### src/logic/sicr_pkg.sv
// Package of constants and types for the switch input configuration registers
package sicr_pkg;
	// ****************************************
	// Register map
	// ****************************************
	localparam logic [5:0]  ADDR_CONFIG     = 6'h1a;
	localparam logic [5:0]  ADDR_INPUT_EN   = 6'h1b;
	localparam logic [5:0]  ADDR_DIR_SELECT = 6'h1c;
	localparam int          REG_W           = 24;
	localparam int          NUM_CH          = 24;
	localparam int          NUM_DIR         = 10;
	localparam int          CFG_RESET_BIT   = 0;
	localparam int          CFG_POLL_LSB    = 1;
	localparam int          CFG_POLL_MSB    = 4;
	localparam logic [3:0]  POLL_RESET      = 4'h0;
	localparam logic [23:0] INPUT_EN_RESET  = 24'h000000;
	localparam logic [9:0]  DIR_RESET       = 10'h000;
	// ****************************************
	// Serial frame layout
	// ****************************************
	localparam int          FRAME_BITS      = 32;
	localparam int          HDR_BITS        = 7;
	localparam int          FR_WRITE        = 31;
	localparam int          FR_ADDR_MSB     = 30;
	localparam int          FR_ADDR_LSB     = 25;
	localparam int          FR_DATA_MSB     = 24;
	localparam int          FR_DATA_LSB     = 1;
	// ****************************************
	// Timing
	// ****************************************
	localparam int          CLK_PERIOD_NS   = 10;
	localparam int          MS_IN_NS        = 1000000;
	localparam int          CYCLES_PER_MS   = MS_IN_NS / CLK_PERIOD_NS;
	localparam logic [12:0] POLL_DEFAULT_MS = 13'd8;
	// ****************************************
	// Types
	// ****************************************
	typedef struct packed {
		logic sclk;
		logic cs_n;
		logic mosi;
	} sicr_spi_in_t;

	typedef struct packed {
		logic       valid;
		logic [4:0] channel;
	} sicr_poll_t;

	// Poll period in ms for a four-bit code
	function automatic logic [12:0] sicr_poll_ms(input logic [3:0] code);
		unique case (code)
			4'h0: sicr_poll_ms = 13'd2;
			4'h1: sicr_poll_ms = 13'd4;
			4'h2: sicr_poll_ms = 13'd8;
			4'h3: sicr_poll_ms = 13'd16;
			4'h4: sicr_poll_ms = 13'd32;
			4'h5: sicr_poll_ms = 13'd48;
			4'h6: sicr_poll_ms = 13'd64;
			4'h7: sicr_poll_ms = 13'd128;
			4'h8: sicr_poll_ms = 13'd256;
			4'h9: sicr_poll_ms = 13'd512;
			4'ha: sicr_poll_ms = 13'd1024;
			4'hb: sicr_poll_ms = 13'd2048;
			4'hc: sicr_poll_ms = 13'd4096;
			default: sicr_poll_ms = POLL_DEFAULT_MS;
		endcase
	endfunction : sicr_poll_ms
endpackage : sicr_pkg

### src/logic/sicr_poll_timer.sv
// Poll period timer: one start pulse per poll period
module sicr_poll_timer #(
	parameter int CYCLES_PER_MS = sicr_pkg::CYCLES_PER_MS
) (
	input  wire logic        i_clk,
	input  wire logic        i_resetn,
	input  wire logic        i_restart,
	input  wire logic [12:0] i_period_ms,
	output logic             o_start
);
	logic [31:0] cyc;
	logic [31:0] next_cyc;
	logic [12:0] ms;
	logic [12:0] next_ms;
	logic        next_start;

	always_comb
	begin
		next_cyc   = cyc + 32'h1;
		next_ms    = ms;
		next_start = 1'b0;
		if (i_restart)
		begin
			next_cyc = 32'h0;
			next_ms  = 13'h0;
		end
		else if (cyc >= 32'(CYCLES_PER_MS - 1))
		begin
			next_cyc = 32'h0;
			// Shortened period takes effect at once, no long wait
			if (ms + 13'h1 >= i_period_ms)
			begin
				next_ms    = 13'h0;
				next_start = 1'b1;
			end
			else
				next_ms = ms + 13'h1;
		end
	end

	always_ff @(posedge i_clk or negedge i_resetn)
	begin
		if (!i_resetn)
		begin
			cyc     <= 32'h0;
			ms      <= 13'h0;
			o_start <= 1'b0;
		end
		else
		begin
			cyc     <= next_cyc;
			ms      <= next_ms;
			o_start <= next_start;
		end
	end
endmodule : sicr_poll_timer

### src/logic/sicr_regs.sv
// Configuration registers behind the serial port, with poll timer and channel scan
module sicr_regs #(
	parameter int CYCLES_PER_MS = sicr_pkg::CYCLES_PER_MS
) (
	input  wire logic                  i_clk,
	input  wire logic                  i_resetn,
	input  wire sicr_pkg::sicr_spi_in_t i_spi,
	output logic                       o_miso,
	output logic                       o_miso_oe_n,
	output logic [23:0]                o_input_enable,
	output logic [9:0]                 o_direction_select,
	output logic [12:0]                o_poll_period_ms,
	output logic                       o_soft_reset,
	output sicr_pkg::sicr_poll_t       o_poll
);
	// ****************************************
	// Pin synchronisers
	// ****************************************
	sicr_pkg::sicr_spi_in_t s1;
	sicr_pkg::sicr_spi_in_t s2;
	logic                   sclk_d;
	logic                   cs_d;

	always_ff @(posedge i_clk or negedge i_resetn)
	begin
		if (!i_resetn)
		begin
			s1     <= '{sclk: 1'b0, cs_n: 1'b1, mosi: 1'b0};
			s2     <= '{sclk: 1'b0, cs_n: 1'b1, mosi: 1'b0};
			sclk_d <= 1'b0;
			cs_d   <= 1'b1;
		end
		else
		begin
			s1     <= i_spi;
			s2     <= s1;
			sclk_d <= s2.sclk;
			cs_d   <= s2.cs_n;
		end
	end

	logic rise;
	logic fall;
	logic frame_end;
	assign rise      = !s2.cs_n && s2.sclk && !sclk_d;
	assign fall      = !s2.cs_n && !s2.sclk && sclk_d;
	assign frame_end = s2.cs_n && !cs_d;

	// ****************************************
	// Register state
	// ****************************************
	logic [3:0]  poll_code;
	logic [23:0] in_en;
	logic [9:0]  dir_sel;
	logic        rst_pend;
	logic [31:0] sh_in;
	logic [23:0] sh_out;
	logic [5:0]  bits;
	logic [3:0]  next_poll_code;
	logic [23:0] next_in_en;
	logic [9:0]  next_dir_sel;
	logic        next_rst_pend;
	logic [31:0] next_sh_in;
	logic [23:0] next_sh_out;
	logic [5:0]  next_bits;
	logic        next_miso;
	logic        next_soft_reset;
	logic [23:0] rdata;
	logic        wr_valid;
	logic [5:0]  wr_addr;
	logic [23:0] wr_data;

	assign wr_valid = frame_end && bits == 6'(sicr_pkg::FRAME_BITS) && sh_in[sicr_pkg::FR_WRITE];
	assign wr_addr  = sh_in[sicr_pkg::FR_ADDR_MSB:sicr_pkg::FR_ADDR_LSB];
	assign wr_data  = sh_in[sicr_pkg::FR_DATA_MSB:sicr_pkg::FR_DATA_LSB];

	always_comb
	begin
		// Unmapped addresses read zero
		rdata = 24'h0;
		// Address comes from the shift register and pin, so no loop through next_sh_in
		unique case ({sh_in[4:0], s2.mosi})
			sicr_pkg::ADDR_CONFIG:     rdata = {19'h0, poll_code, rst_pend};
			sicr_pkg::ADDR_INPUT_EN:   rdata = in_en;
			sicr_pkg::ADDR_DIR_SELECT: rdata = {14'h0, dir_sel};
			default:                   rdata = 24'h0;
		endcase
	end

	always_comb
	begin
		next_poll_code  = poll_code;
		next_in_en      = in_en;
		next_dir_sel    = dir_sel;
		next_rst_pend   = 1'b0;
		next_soft_reset = 1'b0;
		next_sh_in      = sh_in;
		next_sh_out     = sh_out;
		next_bits       = bits;
		next_miso       = o_miso;
		if (rise && bits < 6'(sicr_pkg::FRAME_BITS))
		begin
			next_sh_in = {sh_in[30:0], s2.mosi};
			next_bits  = bits + 6'h1;
			// Read data ready as soon as the header is in
			if (bits == 6'(sicr_pkg::HDR_BITS - 1))
				next_sh_out = rdata;
		end
		if (fall && bits >= 6'(sicr_pkg::HDR_BITS) && bits < 6'(sicr_pkg::FRAME_BITS - 1))
		begin
			next_miso   = sh_out[23];
			next_sh_out = {sh_out[22:0], 1'b0};
		end
		if (s2.cs_n)
		begin
			next_bits = 6'h0;
			next_miso = 1'b0;
		end
		if (rst_pend)
		begin
			// Whole set back to defaults, bit self-clears
			next_poll_code  = sicr_pkg::POLL_RESET;
			next_in_en      = sicr_pkg::INPUT_EN_RESET;
			next_dir_sel    = sicr_pkg::DIR_RESET;
			next_soft_reset = 1'b1;
		end
		else if (wr_valid)
		begin
			unique case (wr_addr)
				sicr_pkg::ADDR_CONFIG:
				begin
					next_rst_pend  = wr_data[sicr_pkg::CFG_RESET_BIT];
					next_poll_code = wr_data[sicr_pkg::CFG_POLL_MSB:sicr_pkg::CFG_POLL_LSB];
				end
				sicr_pkg::ADDR_INPUT_EN:   next_in_en   = wr_data;
				sicr_pkg::ADDR_DIR_SELECT: next_dir_sel = wr_data[9:0];
				default:                   next_in_en   = in_en;
			endcase
		end
	end

	always_ff @(posedge i_clk or negedge i_resetn)
	begin
		if (!i_resetn)
		begin
			poll_code    <= sicr_pkg::POLL_RESET;
			in_en        <= sicr_pkg::INPUT_EN_RESET;
			dir_sel      <= sicr_pkg::DIR_RESET;
			rst_pend     <= 1'b0;
			o_soft_reset <= 1'b0;
			sh_in        <= 32'h0;
			sh_out       <= 24'h0;
			bits         <= 6'h0;
			o_miso       <= 1'b0;
			o_miso_oe_n  <= 1'b1;
		end
		else
		begin
			poll_code    <= next_poll_code;
			in_en        <= next_in_en;
			dir_sel      <= next_dir_sel;
			rst_pend     <= next_rst_pend;
			o_soft_reset <= next_soft_reset;
			sh_in        <= next_sh_in;
			sh_out       <= next_sh_out;
			bits         <= next_bits;
			o_miso       <= next_miso;
			o_miso_oe_n  <= s2.cs_n;
		end
	end

	assign o_input_enable     = in_en;
	assign o_direction_select = dir_sel;

	// ****************************************
	// Poll timer and channel scan
	// ****************************************
	typedef enum logic {SCAN_IDLE, SCAN_RUN} sicr_scan_t;
	sicr_scan_t scan;
	sicr_scan_t next_scan;
	logic [4:0] ch;
	logic [4:0] next_ch;
	logic       start;
	logic [12:0] next_period;
	sicr_pkg::sicr_poll_t next_poll;

	sicr_poll_timer #(.CYCLES_PER_MS(CYCLES_PER_MS)) u_timer (
		.i_clk       (i_clk),
		.i_resetn    (i_resetn),
		.i_restart   (rst_pend),
		.i_period_ms (o_poll_period_ms),
		.o_start     (start)
	);

	always_comb
	begin
		next_period = sicr_pkg::sicr_poll_ms(poll_code);
		next_scan   = scan;
		next_ch     = ch;
		next_poll   = '{valid: 1'b0, channel: ch};
		unique case (scan)
			SCAN_IDLE:
				if (start)
				begin
					next_scan = SCAN_RUN;
					next_ch   = 5'h0;
				end
			SCAN_RUN:
			begin
				// Disabled channels keep their slot but are not marked valid
				next_poll.valid = in_en[ch];
				next_ch         = ch + 5'h1;
				if (ch == 5'(sicr_pkg::NUM_CH - 1))
					next_scan = SCAN_IDLE;
			end
		endcase
		if (rst_pend)
			next_scan = SCAN_IDLE;
	end

	always_ff @(posedge i_clk or negedge i_resetn)
	begin
		if (!i_resetn)
		begin
			scan             <= SCAN_IDLE;
			ch               <= 5'h0;
			o_poll           <= '{valid: 1'b0, channel: 5'h0};
			o_poll_period_ms <= 13'd2;
		end
		else
		begin
			scan             <= next_scan;
			ch               <= next_ch;
			o_poll           <= next_poll;
			o_poll_period_ms <= next_period;
		end
	end

	// ****************************************
	// Assertions
	// ****************************************
	logic [23:0] en_q;
	always_ff @(posedge i_clk or negedge i_resetn)
	begin
		if (!i_resetn)
			en_q <= 24'h0;
		else
			en_q <= in_en;
	end

	period_decode_a: assert property (@(posedge i_clk) disable iff (!i_resetn)
		(poll_code > 4'hc) ##1 (poll_code > 4'hc) |=> o_poll_period_ms == 13'd8)
		else $error("Out of range poll code not giving 8 ms");
	soft_reset_go_a: assert property (@(posedge i_clk) disable iff (!i_resetn)
		wr_valid && !rst_pend && wr_addr == sicr_pkg::ADDR_CONFIG && wr_data[0] |=> ##1 o_soft_reset)
		else $error("Software reset write not followed by reset pulse");
	skip_disabled_a: assert property (@(posedge i_clk) disable iff (!i_resetn)
		o_poll.valid |-> en_q[o_poll.channel])
		else $error("Disabled channel polled");
	enable_default_a: assert property (@(posedge i_clk) disable iff (!i_resetn)
		o_soft_reset |-> in_en == 24'h0)
		else $error("Input enables not cleared by reset");
	direction_write_a: assert property (@(posedge i_clk) disable iff (!i_resetn)
		wr_valid && !rst_pend && wr_addr == sicr_pkg::ADDR_DIR_SELECT |=> dir_sel == $past(wr_data[9:0]))
		else $error("Direction select write lost");
	direction_reset_a: assert property (@(posedge i_clk) disable iff (!i_resetn)
		o_soft_reset |-> dir_sel == 10'h0 && o_direction_select == 10'h0)
		else $error("Direction select not cleared by reset");
	reset_clears_a: assert property (@(posedge i_clk) disable iff (!i_resetn)
		rst_pend |=> !rst_pend && poll_code == 4'h0)
		else $error("Software reset bit did not return to zero");
endmodule : sicr_regs

### config.mk
export PLATFORM = sky130hd
export DESIGN_NAME = sicr_regs
export DESIGN_NICKNAME = d
export VERILOG_FILES = /design/src/logic/sicr_pkg.sv /design/src/logic/sicr_poll_timer.sv /design/src/logic/sicr_regs.sv
export SDC_FILE = /design/constraint.sdc
export NUM_CORES = 1
export LEC_CHECK = 0
export BUFFER_PORTS_ARGS = -buffer_cell sky130_fd_sc_hd__buf_2
export CAP_MARGIN = 40
export CORE_MARGIN = 8
export CORE_UTILIZATION = 60
export CTS_CLUSTER_SIZE = 16
export DETAILED_ROUTE_END_ITERATION = 16
export GPL_TIMING_DRIVEN = 0
export PLACE_DENSITY = 0.88
export SLEW_MARGIN = 20
export SYNTH_ARGS = -nofsm -noshare
export SYNTH_HDL_FRONTEND = slang
export SYNTH_SLANG_ARGS = --single-unit
### constraint.sdc
create_clock -name i_clk -period 5.7 [get_ports i_clk]
set_input_delay 0.285 -clock i_clk [delete_from_list [all_inputs] [get_ports i_clk]]
set_output_delay 0.285 -clock i_clk [all_outputs]
set_load 0.02 [all_outputs]
==> flow_metrics.tcl, run 1 <==
set metrics [dict create \
    route.final.wire_length_um 18000 \
    final.min_clock_period_ns 3.60 \
    startpoint_to_endpoint_class_of_the_critical_path "reg2reg" \
    initial_util_pct 61.5 \
    grt_first_pass_wirelength_um 30200 \
    pwr-share-seq_pct 51.4 \
    hold_viol 0 \
    global_route.usage.total_pct 21.3 \
    seqCellArea_mm2 0.00453 \
    vdd.ir_drop.worst_v 0.000284 \
    powerDensity_mw_per_mm2 295 \
    crit_path_cell_trace "ha_1 -> nand4_1 -> or3_1 -> xor2_1 -> inv_1 -> ha_1 -> a211oi_1 -> nor2b_1 -> a311oi_1 -> clkbuf_1 -> a2bb2oi_1 -> nor2_1" \
    grt_remaining_overflow 0 \
    yosys_most_used_dff "dfrtp_1" \
    power_switching_w 0.000707 \
    vias_per_cell 5.78 \
    dieArea_mm2 0.0176 \
    detail-route-antenna-nets 0 \
    dp_hpwl_um 12300 \
    die_outline_width_um 133 \
    critical_path_required_ns 5.99 \
    core_area_mm2 0.0133 \
    max_cap_violations 0 \
    power.share.combinational_pct 8.7 \
    worst_slew_pin_slew_ns 0.759 \
    timing.critical_path.to_type "register" \
    post-route-util_pct 70.8 \
    via_count_of_the_first_global_routing_pass 5987 \
    clock_latency_at_the_later_pin_of_the_worst_skew_pair_ns 0.44 \
    worst_setup_path_start_kind "register" \
    finalWorstSetupSlack_ns 2.10 \
    pin_count_of_the_biggest_net_entering_global_routing 78 \
    fin_worst_hold_slack_ns 0.344 \
    number_of_clock_buffers_inserted_by_tritoncts 17 \
    synth.cell_area_mm2 0.00817 \
    postSynthCellCount 739 \
    crit_fanout 10 \
    clock_power_share_pct 39.8 \
    grt_setup_unrepaired "no" \
    sw_frac_of_total_pct 25.5 \
    areaGrowthSynthToFinish_pct 15.2 \
    static-leakage-power_nw 4.41 \
    antenna_violations_before_repair 0 \
    antenna_cells_inserted 0 \
    numPortBuffers 59 \
    timing.critical_path.arrival_ns 3.89 \
    final_max_slew_viol_count 0 \
    nNetsFinal 862 \
    setup.reg_to_reg.worst_slack_ns 2.10 \
    tns_ns 0 \
    synthArstFlopShare_pct 100 \
    dp_cells 991 \
    drtIter0Drc 441 \
    vert_die_dim_um 133 \
    post-cts-setup-buffers 0 \
    drt_first_pass_iters 5 \
    achievable-frequency_mhz 278 \
    finalSetupViolations 0 \
    postSynthAreaPerCell_um2 11.1 \
    post_cts_resize_count 0 \
    cts_sinks 181 \
    internal_w 0.00207 \
    relSlewSlack_pct 49.1 \
    ctsLongestPathBuffers 2 \
    yosys_warnings 0 \
    area_of_combinational_cells_with_multiple_inputs_mm2 0.00337 \
    postCtsHoldBufs 4 \
    final_layout_fill_cell_count 909 \
    status "completed" \
    ys_seq_area_share_pct 55.5 \
    hold_class "in2async" \
    final_cell_count_no_fill 1028 \
    synth-seq-cells 181 \
    clock_skew_ns 0.00901 \
    detailedPlace.worstSlack_ns 2.32 \
    critical-path-top-cell-by-count "ha_1" \
    yosysUniqueCellTypes 59 \
    final_layout_size_suffix_gt1_share_pct 20.3 \
    vias 5941 \
    cpPeakStageDelay_ns 0.60 \
    crit_path_top_delay_cell "a311oi_1" \
    globalplace.congestion 0.814 \
    post-route-period-util_pct 63.1 \
    cts_clock_pin_slew_for_the_worst_setup_and_hold_paths_ns 0.06 \
    root_buffer "clkbuf_16" \
    fp-row-count 42 \
    tritoncts "yes" \
    drt_drc_violations_left 0 \
    boundaryPins 61 \
    htreeDepth 4 \
    post_drt_wl_per_cell_um 17.5 \
    synth_edf_count 0 \
]
==> registers in the layout, summed over array words and instances (netlist names), 3 cells and up <==
signal,count
poll_code,4
sh_in,32
u_timer.ms,13
s1,3
u_timer.cyc,32
s2,3
o_poll_period_ms,12
o_input_enable,24
sh_out,24
bits,6
ch,5
o_poll,6
o_direction_select,10
==> cells in the mapped netlist (all sizes together), types with 2 or more instances <==
cell,count,area (um2)
a41oi,2,17.5
dfstp,4,105
nand3,12,60.1
and3,5,31.3
o31ai,3,22.5
nor3b,6,45.0
a21oi,46,245
o211ai,2,15.0
nand4,12,75.1
ha,18,225
nor4b,2,23.8
nand2,93,357
dfrtp,177,4430
o21ai,34,170
a2bb2oi,4,35.0
clkbuf,28,105
buf,15,119
a21o,4,30.0
nand3b,4,30.0
nor2b,2,12.5
a22oi,27,203
mux2,33,372
nor3,11,66.3
nor4,7,43.8
inv,26,97.6
or3,9,56.3
mux4,7,158
nand2b,15,93.8
mux2i,21,210
xnor2,13,114
xor2,12,105
nor2,64,308
and2,2,12.5
and4,3,26.3
o31a,3,26.3
==> logic make-up (layout without fill, tap and decap cells) <==
family	after synthesis	after routing	synth area share, %
buffers and inverters	69	167	3.93
adders and majority gates	18	18	2.76
other	1	16	0.0459
muxes	61	61	9.05
and+or+nand+nor	251	251	15.6
xor gates and xnor gates	25	25	2.68
AOI/OAI and AO/OA	133	133	10.4
DFF	181	181	55.5
==> worst max-delay path: cells and delay by family (launching register included) <==
kind / cells / cell delay (ns)
AND/OR/NAND/NOR: 4 / 0.74
flip-flops: 1 / 0.44
XOR/XNOR: 1 / 0.22
adder cells (fa/ha/maj): 2 / 0.57
AO/OA/AOI/OAI: 3 / 0.93
buffers and inverters: 2 / 0.54
==> layout by cell type, fill, tap and decap left out, drive strengths merged, types with 3 or more instances in the layout <==
cell type and n:
mux4 7, o21ai 34, nor3b 6, a22oi 27, inv 29, ha 18
nor4 7, dfstp 4, mux2 33, dfrtp 177, and3 5, xor2 12
a2bb2oi 4, a21oi 46, conb 16, o31ai 3, and4 3, nor2 64
nor3 11, o31a 3, clkbuf 52, buf 76, mux2i 21, nand3b 4
xnor2 13, nand3 12, dlygate4sd3 4, a21o 4, clkinv 4, nand2 93
nand4 12, nand2b 15, or3 9
==> metal layers <==
metal / up-vias / routed length (um) / global-route usage (%)
li1: 2767 / - / -
met1: 2997 / 7540 / 25.5
met2: 154 / 9360 / 36.7
met3: 23 / 852 / 4.88
met4: 0 / 267 / 7.82
met5: - / 0 / 0
==> power by group through the flow <==
stage	clock (W)	sequential (W)	combinational [W]
finish	0.00111	0.00143	0.000242
global route	0.00117	0.00144	0.000269
detailed placement	0	0.00145	0.000242
CTS	0.00111	0.00143	0.000245
global placement	0	0.00145	0.000230
floorplan	0	0.00145	0.000144
==> through the flow <==
| step | cell area [um2] | total power [W] |
|---|---|---|
| floorplan | 8230 | 0.00159 |
| global placement | 8740 | 0.00168 |
| detailed placement | 8810 | 0.00169 |
| CTS | 9410 | 0.00279 |
| global route | 9410 | 0.00288 |
| finish | 9410 | 0.00278 |
==> path summary, 6_finish.rpt <==
| kind | startpoint | endpoint | depth (start not counted) |
|---|---|---|---|
| setup / recovery | u_timer.ms[0] | u_timer.ms[9] | 12 |
| hold / removal | i_resetn | u_timer.cyc[14] | 2 |
| setup reg to reg | u_timer.ms[0] | u_timer.ms[9] | 12 |
| hold reg to reg | s1[0] | s2[0] | 0 |
| max in group asynchronous | i_resetn | o_miso_oe_n | 4 |
| min in group i_clk | s1[0] | s2[0] | 0 |
==> cell type report <==
class / count / area share, %
sequential: 181 / 48.2
buffer: 43 / 2.38
multi-input combinational: 504 / 35.8
inverter: 26 / 1.04
timing repair buffer: 66 / 4.33
tap: 176 / 2.34
clock inverter: 9 / 0.731
clock buffer: 23 / 5.18
(Power assumes the default switching activity.)
==> inputs of run 2 (changes only) <==
CORE_UTILIZATION = 54   (was 60)
PLACE_DENSITY = 0.84   (was 0.88)
clock period = 2.9 ns   (was 5.7 ns; I/O delays follow)
==> run 2 against run 1 <==
- the run now ends with negative setup slack left
- highest routed layer unchanged
- critical path type unchanged
- die area grew 9.7%
- critical endpoint is now u_timer.ms[5]
- combinational power increased by 98%
- first-iteration DRC count grew 9.5%
- setup slack got worse by 2.2 ns
==> flow_metrics.tcl, run 2 (same netlist as run 1, synthesis figures left out) <==
set metrics [dict create \
    numPortBuffers 59 \
    antenna_cells_inserted 0 \
    drt_drc_violations_left 0 \
    crit_fanout 6 \
    drt_first_pass_iters 6 \
    vias 6146 \
    final_max_slew_viol_count 0 \
    design_area_mm2 0.00973 \
    global_route.usage.total_pct 19.9 \
    antenna_violations_before_repair 0 \
    grt_setup_unrepaired "yes" \
    clock_skew_ns 0.0115 \
    drtIter0Drc 483 \
    post_drt_wl_per_cell_um 18.4 \
    violated_checks "negative setup slack" \
    timing.critical_path.to_type "register" \
    dp_hpwl_um 12400 \
    finalWorstSetupSlack_ns -0.0899 \
    relSlewSlack_pct 51.1 \
    ctsLongestPathBuffers 2 \
    number_of_clock_buffers_inserted_by_tritoncts 17 \
    fp-row-count 45 \
    boundaryPins 61 \
    cts_sinks 181 \
    clock_latency_at_the_later_pin_of_the_worst_skew_pair_ns 0.44 \
    r2r_end "u_timer.ms[5]" \
    crit-reg2reg-launch "u_timer.ms[8]" \
    status "complete, but fails checks" \
    placement.cell_area_mm2 0.00880 \
    post-route-period-util_pct 103 \
    vias_per_cell 5.82 \
    grt_remaining_overflow 0 \
    startpoint_to_endpoint_class_of_the_critical_path "reg2reg" \
    core_area_mm2 0.0150 \
    biggestRegsByFlops "sh_in: 32 flops, u_timer.cyc: 32 flops" \
    nNetsFinal 878 \
    hold_viol 0 \
    areaGrowthSynthToFinish_pct 19.1 \
    tritoncts "yes" \
    initial_util_pct 54.6 \
    pin_count_of_the_biggest_net_entering_global_routing 102 \
    globalplace.congestion 0.873 \
    detailedPlace.worstSlack_ns -0.520 \
    htreeDepth 4 \
    final_layout_size_suffix_gt1_share_pct 25.0 \
    vert_die_dim_um 139 \
    critical_path_required_ns 3.19 \
    cts_clock_pin_slew_for_the_worst_setup_and_hold_paths_ns 0.07 \
    via_count_of_the_first_global_routing_pass 6146 \
    setup.reg_to_reg.worst_slack_ns -0.09 \
    max_cap_violations 0 \
    static-leakage-power_nw 4.57 \
    powerDensity_mw_per_mm2 573 \
    final.min_clock_period_ns 2.99 \
    route.final.wire_length_um 19500 \
    timing.critical_path.arrival_ns 3.28 \
    vdd.ir_drop.worst_v 0.000555 \
    final_layout_fill_cell_count 1097 \
    final_cell_mix "dfrtp_1, nand2_1, buf_2, nor2_1, a21oi_1" \
    detail-route-antenna-nets 0 \
    worst_slew_pin_slew_ns 0.733 \
    worst_r2r_path_depth 13 \
    dieArea_mm2 0.0193 \
    worst_setup_path_start_kind "register" \
    hold_class "in2async" \
    grt_first_pass_wirelength_um 31200 \
    root_buffer "clkbuf_16" \
    achievable-frequency_mhz 334 \
    die_outline_width_um 139 \
    finalSetupViolations 11 \
    most_common_cell_after_layout_fill_and_taps_aside "dfrtp_1" \
]
==> run 2: changes by cell type in the layout (fill, tap and decap cells not counted), moves of 3 or more <==
cell       change
a2bb2oi_2      +4
ha_1           -3
a2bb2oi_1      -4
buf_4         +17
==> run 2: routing by layer <==
layer | part of all wire [%] | global-route usage (%)
met1 | 41 | 23.7
met2 | 51 | 34.1
met3 | 5.8 | 5.06
met5 | 0 | 0
met4 | 2.5 | 7.22
==> run 2: worst max-delay path, stage by stage, from the launching register on <==
cell      delay, ns
dfrtp_1        0.38
and4_4         0.27
nand2_4        0.07
nor4_4         0.38
xnor2_2        0.18
inv_2          0.08
ha_4           0.26
a21o_1         0.15
a211oi_4       0.07
buf_4          0.14
a311oi_4       0.40
clkbuf_8       0.25
nand2b_1       0.15
a21oi_2        0.06
==> run 2: repair_timing <==
action / 4_1_cts / 5_1_grt
gates resized for setup: 16 / 19
hold buffers: 4 / 0
hold endpoints to repair: 80 / 0
cloned: 1 / 0
pin swaps: 7 / 10
endpoints found under the setup margin: 14 / 34
setup buffers: 12 / 4
==> run 2: area by class of cell <==
cell class	count	area, um2	share of cell area, %
Multi-Input combinational cell	504	3540	36.3
Tap cell	188	235	2.42
Clock inverter	11	114	1.17
Timing Repair Buffer	82	505	5.20
Clock buffer	21	470	4.84
Buffer	43	234	2.40
Inverter	26	97.6	1.00
Sequential cell	181	4540	46.6
==> run 2: power by group <==
group	switching (W)	total [W]	leakage (nW)	internal, W
logic	0.000277	0.000480	1.86	0.000203
clock network	0.00101	0.00228	0.288	0.00127
registers	0.000143	0.00281	2.42	0.00267
total	0.00143	0.00557	4.57	0.00414
==> run 2: worst max path at each step <==
stage,from,endpoint,slack (ns)
after CTS,u_timer.ms[0],u_timer.ms[9],-0.02
after detailed placement,u_timer.ms[0],u_timer.ms[4],-0.52
after floorplan,u_timer.ms[0],u_timer.ms[3],0.17
final,u_timer.ms[8],u_timer.ms[5],-0.09
after global routing,u_timer.ms[0],u_timer.ms[4],-0.20
after global placement,i_resetn,o_poll[2],-1.11
==> run 2: per-stage QoR <==
| step | TNS [ns] | hold WS [ns] | util [%] | std cells | total power (W) |
|---|---|---|---|---|---|
| after global routing | -1.83 | 0.333 | 65.0 | 1056 | 0.00577 |
| after global placement | -199.06 | 0.253 | 58.5 | 1001 | 0.00331 |
| final | -0.493 | 0.257 | 65.0 | 1056 | 0.00557 |
| after detailed placement | -4.96 | 0.168 | 58.7 | 1002 | 0.00333 |
| after floorplan | 0 | -0.151 | - | 754 | 0.00313 |
| after CTS | -0.0455 | 0.294 | 64.0 | 1051 | 0.00561 |
